**src/hw/swh_pkg.sv**
```systemverilog
// Package: constants and types shared by both ends of the sleep/wake link
package swh_pkg;

   // ==========================================================
   // Timing
   localparam int unsigned CLK_HZ           = 25_000_000;
   localparam int unsigned LPO_DIV          = 8;      // Low-power tick divider
   localparam int unsigned SYNC_STAGES      = 2;
   localparam logic [15:0] IDLE_TIME_RESET  = 16'h0040;
   localparam logic [15:0] WAKE_TIMER_RESET = 16'h0100;

   // ==========================================================
   // Transport modes
   typedef enum logic [1:0] {
      SWH_MODE_PINS = 2'h0,
      SWH_MODE_UART = 2'h1,
      SWH_MODE_SPI  = 2'h3,
      SWH_MODE_USB  = 2'h2
   } swh_mode_e;

   // ==========================================================
   // Device power states, Gray coded in the order listed (AWAKE to SLEEP flips both bits)
   typedef enum logic [1:0] {
      SWH_OFF   = 2'h0,
      SWH_AWAKE = 2'h1,
      SWH_EVENT = 2'h3,
      SWH_SLEEP = 2'h2
   } swh_state_e;

   // Reset polarity of the wake input: low level demands wake
   localparam logic WAKE_IN_POL_RESET  = 1'b0;
   localparam logic HOST_WAKE_POL_RESET = 1'b1;

endpackage : swh_pkg

```
**src/hw/swh_if.sv**
```systemverilog
// Interface: wake, flow-control and power pins between host and device
interface swh_if;
   logic device_wake_in;     // Host to device wake pin
   logic host_wake;          // Device to host wake pin
   logic uart_cts_n;         // Device drives: flow control plus device wake
   logic uart_rts_n;         // Host drives: flow control plus host wake
   logic serial_select_n;    // Host drives the serial chip select
   logic serial_attn;        // Device attention interrupt, active high
   logic usb_suspend;        // Host suspend level on the USB link
   logic usb_resume;         // Host resume pulse
   logic usb_remote_wake;    // Device remote wake-up request pulse
   logic clk_req;            // Reference clock request, polarity per variant
   logic reg_en;             // Regulator enable, active high

   modport device (
      input  device_wake_in, uart_rts_n, serial_select_n,
      input  usb_suspend, usb_resume, reg_en,
      output host_wake, uart_cts_n, serial_attn, usb_remote_wake, clk_req
   );
   modport host (
      output device_wake_in, uart_rts_n, serial_select_n,
      output usb_suspend, usb_resume, reg_en,
      input  host_wake, uart_cts_n, serial_attn, usb_remote_wake, clk_req
   );
endinterface : swh_if

```
**src/hw/swh_sync.sv**
```systemverilog
// Two-stage synchroniser bank for asynchronous wake inputs
module swh_sync
   import swh_pkg::*;
#(
   parameter int unsigned WIDTH = 3
) (
   input  wire logic             i_ref_clk,
   input  wire logic             i_reset_n,
   input  wire logic [WIDTH-1:0] i_async,
   input  wire logic [WIDTH-1:0] i_reset_val,
   output logic      [WIDTH-1:0] o_sync
);
   typedef struct packed {
      logic [WIDTH-1:0] s1;
      logic [WIDTH-1:0] s2;
   } swh_sync_s;

   swh_sync_s sync_reg;
   swh_sync_s sync_next;

   // ==========================================================
   // Stage one feeds stage two only
   always_comb begin
      sync_next    = sync_reg;
      sync_next.s1 = i_async;
      sync_next.s2 = sync_reg.s1;
   end

   // Reset to zero; the consumer picks the idle level through i_reset_val
   always_ff @(posedge i_ref_clk or negedge i_reset_n) begin
      if (!i_reset_n) begin
         sync_reg <= '0;
      end else begin
         sync_reg <= sync_next;
      end
   end

   assign o_sync = sync_reg.s2 ^ i_reset_val;
endmodule // swh_sync

```
**src/hw/swh_device.sv**
```systemverilog
// Device end: sleep and wake controller of the radio baseband
// Notes on behaviour
// - Separate power-downs for TX, RX, PLL, PA
// - Sleep gates clocks, keeps core state
// - Sleep timed by the LPO_DIV tick; timer or host wakes
// - Scan/sniff timer wakes, sleeps after event
// - Transports idle in sleep, wake always accepted
// - Host wake during session keeps device awake
// - Asserted wake input forces or holds awake
// - Wake input polarity configurable, resets active-low
// - Host wake output, configurable polarity
// - UART CTS carries device wake, RTS host wake
// - SPI idle select for programmed time sleeps
// - Host asserts serial select to wake
// - Attention asserted when data pending, host asleep
// - Reference clock request, active-low variant
// - Host drives active-high regulator enable
// - USB suspend/resume and remote wake-up
// - Regulator re-enable acts as full power-on
module swh_device
   import swh_pkg::*;
#(
   parameter logic CLK_REQ_ACTIVE_LOW = 1'b0,
   parameter int unsigned TIMER_W = 16
) (
   input  wire logic               i_ref_clk,
   input  wire logic               i_reset_n,
   swh_if.device                   link,
   // User side: firmware controls
   input  wire logic [1:0]         i_mode,
   input  wire logic               i_sleep_req,
   input  wire logic               i_wake_pol,
   input  wire logic               i_host_wake_pol,
   input  wire logic               i_idle_sleep_en,
   input  wire logic [TIMER_W-1:0] i_idle_time,
   input  wire logic               i_session_en,
   input  wire logic [TIMER_W-1:0] i_session_period,
   input  wire logic [TIMER_W-1:0] i_wake_time,
   input  wire logic               i_wake_time_en,
   input  wire logic               i_event_done,
   input  wire logic               i_data_pending,
   input  wire logic               i_host_asleep,
   input  wire logic               i_need_host,
   input  wire logic               i_uart_ready,
   input  wire logic               i_tx_on,
   input  wire logic               i_rx_on,
   input  wire logic               i_pll_on,
   input  wire logic               i_pa_on,
   output logic                    o_pd_tx,
   output logic                    o_pd_rx,
   output logic                    o_pd_pll,
   output logic                    o_pd_pa,
   output logic                    o_clk_gate,
   output logic                    o_core_reset,
   output logic                    o_transport_idle,
   output logic                    o_lpo_tick,
   output logic [1:0]              o_state
);
   typedef struct packed {
      swh_state_e         state;
      logic [2:0]         div;
      logic               tick;
      logic [TIMER_W-1:0] idle_cnt;
      logic [TIMER_W-1:0] sess_cnt;
      logic [TIMER_W-1:0] wake_cnt;
      logic               reg_en_d;
      logic               pd_tx;
      logic               pd_rx;
      logic               pd_pll;
      logic               pd_pa;
      logic               host_wake;
      logic               cts_n;
      logic               attn;
      logic               remote_wake;
      logic               clk_req;
   } swh_dev_s;

   swh_dev_s st_reg;
   swh_dev_s st_next;

   logic [2:0] sync_out;
   logic       wake_raw;
   logic       cs_active;
   logic       usb_susp;
   logic       host_wake_req;
   logic       usb_mode;
   logic       uart_mode;
   logic       spi_mode;
   logic       sleeping;
   logic       radio_off;

   // ==========================================================
   // Synchronise the wake pins; they enter inverted so the bank leaves
   // reset showing their idle high level and no false wake follows reset
   swh_sync #(
      .WIDTH (3)
   ) u_sync (
      .i_ref_clk   (i_ref_clk),
      .i_reset_n   (i_reset_n),
      .i_async     (~{link.device_wake_in, link.uart_rts_n,
                      link.serial_select_n}),
      .i_reset_val (3'h7),
      .o_sync      (sync_out)
   );

   assign usb_mode  = (i_mode == SWH_MODE_USB);
   assign uart_mode = (i_mode == SWH_MODE_UART);
   assign spi_mode  = (i_mode == SWH_MODE_SPI);
   assign usb_susp  = link.usb_suspend;
   assign cs_active = !sync_out[0];

   // Wake request: pin match against the programmed polarity in pin mode; RTS, select or USB suspend/resume in the others
   always_comb begin
      wake_raw = (sync_out[2] == i_wake_pol);
      if (uart_mode) begin
         wake_raw = !sync_out[1];
      end else if (spi_mode) begin
         wake_raw = cs_active;
      end else if (usb_mode) begin
         wake_raw = !usb_susp || link.usb_resume;
      end
   end

   assign host_wake_req = i_need_host || i_data_pending;
   assign sleeping      = (st_reg.state == SWH_SLEEP);
   assign radio_off     = sleeping || (st_reg.state == SWH_OFF);

   // ==========================================================
   // Next-state logic
   always_comb begin
      st_next      = st_reg;
      // Low-power tick: the only time base once the main clock is gated
      st_next.tick = 1'b0;
      st_next.div  = st_reg.div + 3'h1;
      if (st_reg.div == 3'(LPO_DIV - 1)) begin
         st_next.div  = 3'h0;
         st_next.tick = 1'b1;
      end
      st_next.reg_en_d    = link.reg_en;
      st_next.remote_wake = 1'b0;

      // Wake timers count on the slow tick only
      if (st_reg.tick) begin
         if (st_reg.sess_cnt != '0) begin
            st_next.sess_cnt = st_reg.sess_cnt - 1'b1;
         end
         if (st_reg.wake_cnt != '0) begin
            st_next.wake_cnt = st_reg.wake_cnt - 1'b1;
         end
         if (!cs_active && st_reg.idle_cnt != '0) begin
            st_next.idle_cnt = st_reg.idle_cnt - 1'b1;
         end
      end
      if (cs_active) begin
         st_next.idle_cnt = i_idle_time;
      end

      case (st_reg.state)
         SWH_OFF: begin
            if (link.reg_en) begin
               st_next.state    = SWH_AWAKE;
               st_next.idle_cnt = i_idle_time;
            end
         end
         SWH_AWAKE: begin
            if (i_session_en && st_reg.sess_cnt == '0) begin
               st_next.sess_cnt = i_session_period;
            end
            // Asserted wake always holds us up
            if (!wake_raw) begin
               if (i_sleep_req) begin
                  st_next.state    = SWH_SLEEP;
                  st_next.sess_cnt = i_session_period;
                  st_next.wake_cnt = i_wake_time;
               end else if (spi_mode && i_idle_sleep_en &&
                            st_reg.idle_cnt == '0) begin
                  st_next.state    = SWH_SLEEP;
                  st_next.sess_cnt = i_session_period;
                  st_next.wake_cnt = i_wake_time;
               end
            end
         end
         SWH_EVENT: begin
            // Host wake during a session: stay up between events
            if (wake_raw) begin
               st_next.state = SWH_AWAKE;
            end else if (i_event_done) begin
               st_next.state    = SWH_SLEEP;
               st_next.sess_cnt = i_session_period;
            end
         end
         SWH_SLEEP: begin
            // Wake accepted at any moment, before timer checks
            if (wake_raw) begin
               st_next.state    = SWH_AWAKE;
               st_next.idle_cnt = i_idle_time;
            end else if (i_wake_time_en && st_reg.wake_cnt == '0) begin
               st_next.state    = SWH_AWAKE;
               st_next.idle_cnt = i_idle_time;
            end else if (i_session_en && st_reg.sess_cnt == '0) begin
               st_next.state = SWH_EVENT;
            end
         end
         default: begin
            st_next.state = SWH_OFF;
         end
      endcase

      // Regulator drop loses everything; rising edge restarts fresh
      if (!link.reg_en) begin
         st_next.state = SWH_OFF;
      end

      // RF power-downs, forced on whenever the radio is asleep or unpowered
      st_next.pd_tx  = radio_off || !i_tx_on;
      st_next.pd_rx  = radio_off || !i_rx_on;
      st_next.pd_pll = radio_off || !i_pll_on;
      st_next.pd_pa  = radio_off || !i_pa_on;

      // Host wake output, and CTS showing the device awake and UART ready
      st_next.host_wake = (host_wake_req == i_host_wake_pol);
      st_next.cts_n = !(i_uart_ready && !radio_off);
      st_next.attn  = spi_mode && i_host_asleep && i_data_pending;
      if (usb_mode && usb_susp && host_wake_req && !st_reg.remote_wake
          && sleeping) begin
         st_next.remote_wake = 1'b1;
      end
      // Reference needed unless off or sleeping
      st_next.clk_req = !((st_next.state == SWH_SLEEP) ||
                          (st_next.state == SWH_OFF)) ^
                        CLK_REQ_ACTIVE_LOW;
   end

   // ==========================================================
   // State register
   always_ff @(posedge i_ref_clk or negedge i_reset_n) begin
      if (!i_reset_n) begin
         st_reg             <= '0;
         st_reg.state       <= SWH_OFF;
         st_reg.pd_tx       <= 1'b1;
         st_reg.pd_rx       <= 1'b1;
         st_reg.pd_pll      <= 1'b1;
         st_reg.pd_pa       <= 1'b1;
         st_reg.cts_n       <= 1'b1;
         st_reg.host_wake   <= !HOST_WAKE_POL_RESET;
         st_reg.clk_req     <= CLK_REQ_ACTIVE_LOW;
         st_reg.idle_cnt    <= TIMER_W'(IDLE_TIME_RESET);
      end else begin
         st_reg <= st_next;
      end
   end

   // ==========================================================
   // Outputs
   assign link.host_wake       = st_reg.host_wake;
   assign link.uart_cts_n      = st_reg.cts_n;
   assign link.serial_attn     = st_reg.attn;
   assign link.usb_remote_wake = st_reg.remote_wake;
   assign link.clk_req         = st_reg.clk_req;
   assign o_pd_tx          = st_reg.pd_tx;
   assign o_pd_rx          = st_reg.pd_rx;
   assign o_pd_pll         = st_reg.pd_pll;
   assign o_pd_pa          = st_reg.pd_pa;
   assign o_clk_gate       = sleeping;
   assign o_core_reset     = (st_reg.state == SWH_OFF);
   assign o_transport_idle = sleeping;
   assign o_lpo_tick       = st_reg.tick;
   assign o_state          = st_reg.state;
endmodule // swh_device

```
**src/flat_wrapper.sv**
```systemverilog
// flat-port wrapper written by rule: the top's interface ports become plain ports
module swh_device_flat import swh_pkg::*;
#(
   parameter logic CLK_REQ_ACTIVE_LOW = 1'b0,
   parameter int unsigned TIMER_W = 16
)
  (i_ref_clk, i_reset_n, i_mode, i_sleep_req, i_wake_pol, i_host_wake_pol, i_idle_sleep_en, i_idle_time, i_session_en, i_session_period, i_wake_time, i_wake_time_en, i_event_done, i_data_pending, i_host_asleep, i_need_host, i_uart_ready, i_tx_on, i_rx_on, i_pll_on, i_pa_on, o_pd_tx, o_pd_rx, o_pd_pll, o_pd_pa, o_clk_gate, o_core_reset, o_transport_idle, o_lpo_tick, o_state, link_device_wake_in, link_uart_rts_n, link_serial_select_n, link_usb_suspend, link_usb_resume, link_reg_en, link_host_wake, link_uart_cts_n, link_serial_attn, link_usb_remote_wake, link_clk_req);
  swh_if link_i ();
  input  wire logic i_ref_clk;
  input  wire logic i_reset_n;
  input  wire logic [1:0] i_mode;
  input  wire logic i_sleep_req;
  input  wire logic i_wake_pol;
  input  wire logic i_host_wake_pol;
  input  wire logic i_idle_sleep_en;
  input  wire logic [TIMER_W-1:0] i_idle_time;
  input  wire logic i_session_en;
  input  wire logic [TIMER_W-1:0] i_session_period;
  input  wire logic [TIMER_W-1:0] i_wake_time;
  input  wire logic i_wake_time_en;
  input  wire logic i_event_done;
  input  wire logic i_data_pending;
  input  wire logic i_host_asleep;
  input  wire logic i_need_host;
  input  wire logic i_uart_ready;
  input  wire logic i_tx_on;
  input  wire logic i_rx_on;
  input  wire logic i_pll_on;
  input  wire logic i_pa_on;
  output logic o_pd_tx;
  output logic o_pd_rx;
  output logic o_pd_pll;
  output logic o_pd_pa;
  output logic o_clk_gate;
  output logic o_core_reset;
  output logic o_transport_idle;
  output logic o_lpo_tick;
  output logic [1:0] o_state;
  input wire logic [$bits(link_i.device_wake_in)-1:0] link_device_wake_in;
  input wire logic [$bits(link_i.uart_rts_n)-1:0] link_uart_rts_n;
  input wire logic [$bits(link_i.serial_select_n)-1:0] link_serial_select_n;
  input wire logic [$bits(link_i.usb_suspend)-1:0] link_usb_suspend;
  input wire logic [$bits(link_i.usb_resume)-1:0] link_usb_resume;
  input wire logic [$bits(link_i.reg_en)-1:0] link_reg_en;
  output wire logic [$bits(link_i.host_wake)-1:0] link_host_wake;
  output wire logic [$bits(link_i.uart_cts_n)-1:0] link_uart_cts_n;
  output wire logic [$bits(link_i.serial_attn)-1:0] link_serial_attn;
  output wire logic [$bits(link_i.usb_remote_wake)-1:0] link_usb_remote_wake;
  output wire logic [$bits(link_i.clk_req)-1:0] link_clk_req;
  assign link_i.device_wake_in = link_device_wake_in;
  assign link_i.uart_rts_n = link_uart_rts_n;
  assign link_i.serial_select_n = link_serial_select_n;
  assign link_i.usb_suspend = link_usb_suspend;
  assign link_i.usb_resume = link_usb_resume;
  assign link_i.reg_en = link_reg_en;
  assign link_host_wake = link_i.host_wake;
  assign link_uart_cts_n = link_i.uart_cts_n;
  assign link_serial_attn = link_i.serial_attn;
  assign link_usb_remote_wake = link_i.usb_remote_wake;
  assign link_clk_req = link_i.clk_req;
  swh_device #(.CLK_REQ_ACTIVE_LOW(CLK_REQ_ACTIVE_LOW), .TIMER_W(TIMER_W)) u_core (.i_ref_clk(i_ref_clk), .i_reset_n(i_reset_n), .link(link_i), .i_mode(i_mode), .i_sleep_req(i_sleep_req), .i_wake_pol(i_wake_pol), .i_host_wake_pol(i_host_wake_pol), .i_idle_sleep_en(i_idle_sleep_en), .i_idle_time(i_idle_time), .i_session_en(i_session_en), .i_session_period(i_session_period), .i_wake_time(i_wake_time), .i_wake_time_en(i_wake_time_en), .i_event_done(i_event_done), .i_data_pending(i_data_pending), .i_host_asleep(i_host_asleep), .i_need_host(i_need_host), .i_uart_ready(i_uart_ready), .i_tx_on(i_tx_on), .i_rx_on(i_rx_on), .i_pll_on(i_pll_on), .i_pa_on(i_pa_on), .o_pd_tx(o_pd_tx), .o_pd_rx(o_pd_rx), .o_pd_pll(o_pd_pll), .o_pd_pa(o_pd_pa), .o_clk_gate(o_clk_gate), .o_core_reset(o_core_reset), .o_transport_idle(o_transport_idle), .o_lpo_tick(o_lpo_tick), .o_state(o_state));
endmodule
```
**config.mk**
```make
export PLATFORM = sky130hd
export DESIGN_NAME = swh_device_flat
export DESIGN_NICKNAME = d
export VERILOG_FILES = /design/src/hw/swh_pkg.sv /design/src/hw/swh_if.sv /design/src/hw/swh_sync.sv /design/src/hw/swh_device.sv /design/src/flat_wrapper.sv
export SDC_FILE = /design/constraint.sdc
export NUM_CORES = 1
export LEC_CHECK = 0
export BUFFER_PORTS_ARGS = -buffer_cell sky130_fd_sc_hd__buf_2
export CELL_PAD_IN_SITES_DETAIL_PLACEMENT = 0
export CELL_PAD_IN_SITES_GLOBAL_PLACEMENT = 2
export CORE_ASPECT_RATIO = 0.75
export CORE_MARGIN = 4
export CORE_UTILIZATION = 35
export CTS_CLUSTER_DIAMETER = 40
export CTS_CLUSTER_SIZE = 28
export DETAILED_ROUTE_END_ITERATION = 8
export GPL_ROUTABILITY_DRIVEN = 0
export HOLD_SLACK_MARGIN = 0.02
export PLACE_DENSITY = 0.83
export SLEW_MARGIN = 20
export SYNTH_ARGS = -nofsm -noshare
export SYNTH_HDL_FRONTEND = slang
export SYNTH_SLANG_ARGS = --single-unit
```
**constraint.sdc**
```tcl
create_clock -name i_ref_clk -period 2.8 [get_ports i_ref_clk]
set_input_delay 0.14 -clock i_ref_clk [delete_from_list [all_inputs] [get_ports i_ref_clk]]
set_output_delay 0.14 -clock i_ref_clk [all_outputs]
set_load 0.1 [all_outputs]
```
==> flow_summary.html <==
<table>
<tr><th>Metric</th><th>Value</th></tr>
<tr><th colspan="2">Worst setup path</th></tr>
<tr><td>Endpoint type of the worst setup path</td><td>flip-flop</td></tr>
<tr><td>Critical path launch point type</td><td>flip-flop</td></tr>
<tr><td>Arrival time of data at the critical path endpoint</td><td>2.78 ns</td></tr>
<tr><td>Crit-path max FO</td><td>16</td></tr>
<tr><td>Crit Path Class</td><td>reg -&gt; reg</td></tr>
<tr><td>R2R cell count</td><td>5</td></tr>
<tr><td>Required @ worst endpoint</td><td>3.02 ns</td></tr>
<tr><th colspan="2">Global routing</th></tr>
<tr><td>First-pass GRT wire length</td><td>about 15000 um</td></tr>
<tr><td>GRT Total Usage</td><td>between 10% and 20%</td></tr>
<tr><td>Total overflow reported by the global router</td><td>0</td></tr>
<tr><td>Vias in the first global route</td><td>3040</td></tr>
<tr><td>Number of antenna violations at the first check in global routing</td><td>0</td></tr>
<tr><td>Pin count of the biggest net entering global routing</td><td>45</td></tr>
<tr><th colspan="2">Power</th></tr>
<tr><td>Pwr per Cell Area</td><td>722 nW/um2</td></tr>
<tr><td>Power, Total</td><td>roughly 3.6 mW</td></tr>
<tr><td>Standby leakage power</td><td>2.19 nW</td></tr>
<tr><td>Worst ir drop on vdd</td><td>0.000414 V</td></tr>
<tr><th colspan="2">Route</th></tr>
<tr><td>Top Layer Used</td><td>met4</td></tr>
<tr><td>DRC violation count after routing</td><td>0</td></tr>
<tr><td>Number of vias after detailed routing</td><td>just under 3000</td></tr>
<tr><td>DRT Wirelength</td><td>around 9000 um</td></tr>
<tr><td>First DRT Iteration DRCs</td><td>124</td></tr>
<tr><td>Routed wire per std cell</td><td>15.0 um</td></tr>
<tr><td>Post-Route M1 WL</td><td>4430 um</td></tr>
<tr><td>Met2 routed wirelength</td><td>3810 um</td></tr>
<tr><td>Routed via count divided by cell count</td><td>4.95</td></tr>
<tr><td>Met3 wirelength from detailed routing</td><td>between 500 and 600 um</td></tr>
<tr><td>Post-route antenna net violation count</td><td>0</td></tr>
<tr><td>Number of search-and-repair iterations in the first detailed-routing pass</td><td>4</td></tr>
<tr><th colspan="2">Placement</th></tr>
<tr><td>DP Cell Count</td><td>571</td></tr>
<tr><td>Placed inst area</td><td>4530 um2</td></tr>
<tr><td>Count of input and output buffers</td><td>87</td></tr>
<tr><td>Half-perimeter wire length of the detailed placement result</td><td>6820 um</td></tr>
<tr><th colspan="2">Min path</th></tr>
<tr><td>Hold WC Path Type</td><td>in -&gt; reg</td></tr>
<tr><td>Worst hold stages</td><td>2</td></tr>
<tr><th colspan="2">Floorplan</th></tr>
<tr><td>Standard cell core area</td><td>10500 um2</td></tr>
<tr><td>Placement row count</td><td>32</td></tr>
<tr><td>Number of ports placed on the die boundary</td><td>88</td></tr>
<tr><td>Area enclosed by the die boundary</td><td>12700 um2</td></tr>
<tr><td>Overall die height</td><td>a little under 100 um</td></tr>
<tr><td>Die Width</td><td>129 um</td></tr>
<tr><td>Initial standard-cell utilization of the core</td><td>36.6%</td></tr>
<tr><th colspan="2">STA</th></tr>
<tr><td>Final-layout worst hold slack</td><td>0.0348 ns</td></tr>
<tr><td>Final sum of negative setup slack</td><td>0 ns</td></tr>
<tr><td>Final cycle utilization of the critical path</td><td>91.7%</td></tr>
<tr><td>Max Clk Rate</td><td>390 MHz</td></tr>
<tr><td>Max-slew headroom</td><td>29.9%</td></tr>
<tr><td>Unrepaired setup endpoints after global routing</td><td>false</td></tr>
<tr><td>Final setup skew</td><td>about 0.0063 ns</td></tr>
<tr><td>Final period demand of the worst path</td><td>2.57 ns</td></tr>
<tr><td>Final hold violation count</td><td>0</td></tr>
<tr><td>Number of slew-limit violations in the final report</td><td>0</td></tr>
<tr><td>Total of endpoints with negative setup slack in the final report</td><td>0</td></tr>
<tr><td>Pin slew with the least headroom to its limit</td><td>1.05 ns</td></tr>
<tr><th colspan="2">Layout</th></tr>
<tr><td>Most common cell after layout, fill and taps aside</td><td>sky130_fd_sc_hd__buf_2</td></tr>
<tr><td>Ratio of cells with drive above 1 in the final layout</td><td>39.9%</td></tr>
<tr><td>Most used cells in the layout excluding fill and tap cells</td><td>87 x sky130_fd_sc_hd__buf_2, 62 x sky130_fd_sc_hd__dfrtp_1, 34 x sky130_fd_sc_hd__mux2_2, 31 x sky130_fd_sc_hd__xnor2_1, 27 x sky130_fd_sc_hd__nand2_1</td></tr>
<tr><td>N_diodes</td><td>0</td></tr>
<tr><td>Final-stage net count</td><td>538</td></tr>
<tr><td>Area growth from synthesis to layout</td><td>30.1%</td></tr>
<tr><td>Final cell count without fillers</td><td>600</td></tr>
<tr><td>Number of flip-flops in the largest register</td><td>51</td></tr>
<tr><td>Cell area after layout</td><td>5000 um2</td></tr>
<tr><th colspan="2">Clocking</th></tr>
<tr><td>Number of buffers created by CTS</td><td>9</td></tr>
<tr><td>Number of clock sinks</td><td>68</td></tr>
<tr><td>Insertion delay of the later-clocked pin in the worst-skew pair</td><td>0.33 ns</td></tr>
<tr><td>Clock tree from TritonCTS</td><td>done</td></tr>
<tr><td>Worst-path clk slew</td><td>0.06 ns</td></tr>
<tr><td>Root buffer cell</td><td>sky130_fd_sc_hd__clkbuf_16</td></tr>
<tr><td>Clk buf depth</td><td>2</td></tr>
<tr><td>CTS HTree Levels</td><td>3</td></tr>
<tr><td>Number of buffers added for setup after CTS</td><td>0</td></tr>
<tr><th colspan="2">Logic synthesis</th></tr>
<tr><td>Proportion of synthesized chip area in sequential cells</td><td>44.5%</td></tr>
<tr><td>Dominant register cell in the synthesized netlist</td><td>sky130_fd_sc_hd__dfrtp_1</td></tr>
<tr><td>Post-synthesis average cell area</td><td>11.2 um2</td></tr>
<tr><td>Dominant combinational cell family by area after synthesis</td><td>simple AND/OR/NAND/NOR gates</td></tr>
<tr><td>Multiplexer share of the synthesized area</td><td>15.8%</td></tr>
<tr><td>Number of distinct library cells after synthesis</td><td>59</td></tr>
<tr><td>Synth Area in Adders</td><td>1.95%</td></tr>
<tr><td>EDFF count, synth</td><td>0</td></tr>
<tr><td>Share of the synthesized netlist area taken by xor and xnor gates</td><td>9.35%</td></tr>
<tr><td>Synthesized area</td><td>between 3000 and 4000 um2</td></tr>
<tr><td>Nets in the synthesized netlist</td><td>423</td></tr>
<tr><td>Area fraction in compound gates after synthesis</td><td>under 10%</td></tr>
<tr><td>#FFs+latches synth</td><td>68</td></tr>
<tr><td>Total of warnings raised by yosys</td><td>0</td></tr>
<tr><td>Area fraction in and, or, nand and nor cells after synthesis</td><td>19.7%</td></tr>
<tr><td>Async set-reset flop share out of synthesis</td><td>100%</td></tr>
<tr><td>Post-synthesis instance total</td><td>344</td></tr>
<tr><th colspan="2">Outcome</th></tr>
<tr><td>Run status</td><td>finished clean</td></tr>
<tr><th colspan="2">Flow run</th></tr>
<tr><td>Number of max-cap violations</td><td>0</td></tr>
</table>
==> critical path: stages (launching register included) <==
cell	delay, ns
sky130_fd_sc_hd__dfrtp_1	0.42
sky130_fd_sc_hd__or4_4	0.57
sky130_fd_sc_hd__or4b_4	0.64
sky130_fd_sc_hd__o21ai_2	0.24
sky130_fd_sc_hd__a211oi_4	0.22
sky130_fd_sc_hd__mux2_4	0.36
==> final timing paths <==
check | start | endpoint | slack, ns
worst max register to register | u_core.st_reg[12] | u_core.st_reg[50] | 0.23
worst min register to register | u_core.u_sync.sync_next[1] | u_core.u_sync.sync_reg[1] | 0.35
worst max-delay path | u_core.st_reg[12] | u_core.st_reg[50] | 0.23
max in group asynchronous | i_reset_n | u_core.st_reg[48] | 1.76
worst min-delay path | i_idle_time[13] | u_core.st_reg[55] | 0.03
min in group asynchronous | i_reset_n | u_core.st_reg[34] | 0.35
==> routing by layer <==
metal  up-vias  track usage [%]
met5         -                0
met4         0             5.08
met3        16             4.23
met2        78             21.1
met1      1400             21.2
li1       1475                -
==> cell type report <==
type	count	area (um2)
sequential	68	1710
timing repair buffer	115	716
clock inverter	6	113
fill	1009	5490
clock buffer	10	229
inverter	12	45.0
multi-input combinational	253	2020
tap	136	170
==> Yosys cell counts (all sizes together), types with 2 or more instances <==
master  number  area share [%]
a21oi        5            0.65
and2         2            0.33
and4         2            0.46
buf          7             1.5
clkbuf       4            0.39
dfrtp       62              40
dfstp        6             4.1
ha           6             2.0
inv         12             1.2
mux2        47              15
mux2i        2            0.52
nand2       27             2.6
nand2b       2            0.33
nand3       13             2.0
nand3b       3            0.59
nand4        9             1.5
nand4b       6             1.4
nor2        20             2.0
nor2b        5            0.81
nor3        11             1.4
nor3b        3            0.59
nor4         9             1.8
nor4b        4             1.1
o21ai        7             1.1
o21bai       2            0.49
o31ai        2            0.39
o41ai        2            0.46
or3b         2            0.46
or4          5             1.1
xnor2       31             7.1
xor2        10             2.3
==> where the power goes <==
| group | leakage, nW | switching [mW] | internal [mW] |
|---|---|---|---|
| clock network | 0.167 | 0.419 | 0.871 |
| logic | 1.22 | 0.401 | 0.467 |
| registers | 0.801 | 0.231 | 1.22 |
==> cells by family (layout without fill, tap and decap cells) <==
kind of cell	after synthesis	count (layout)
AO/OA/AOI/OAI	27	27
XOR/XNOR	41	41
AND/OR/NAND/NOR	129	129
multiplexers	50	50
flip-flops	68	68
adder cells (fa/ha/maj)	6	6
buffers and inverters	23	143
==> stage by stage <==
step	setup WS, ns	utilization (%)
after global placement	0.278	43.2
after global routing	0.159	47.7
after CTS	0.215	47.7
after detailed placement	0.220	43.2
after floorplan	0.0121	-
final	0.233	47.7
==> repair_timing <==
item,in CTS,in global routing
hold buffers,13,0
hold endpoints to repair,31,0
gates resized for setup,0,0
No activity file was read; power rests on OpenSTA's default activity.
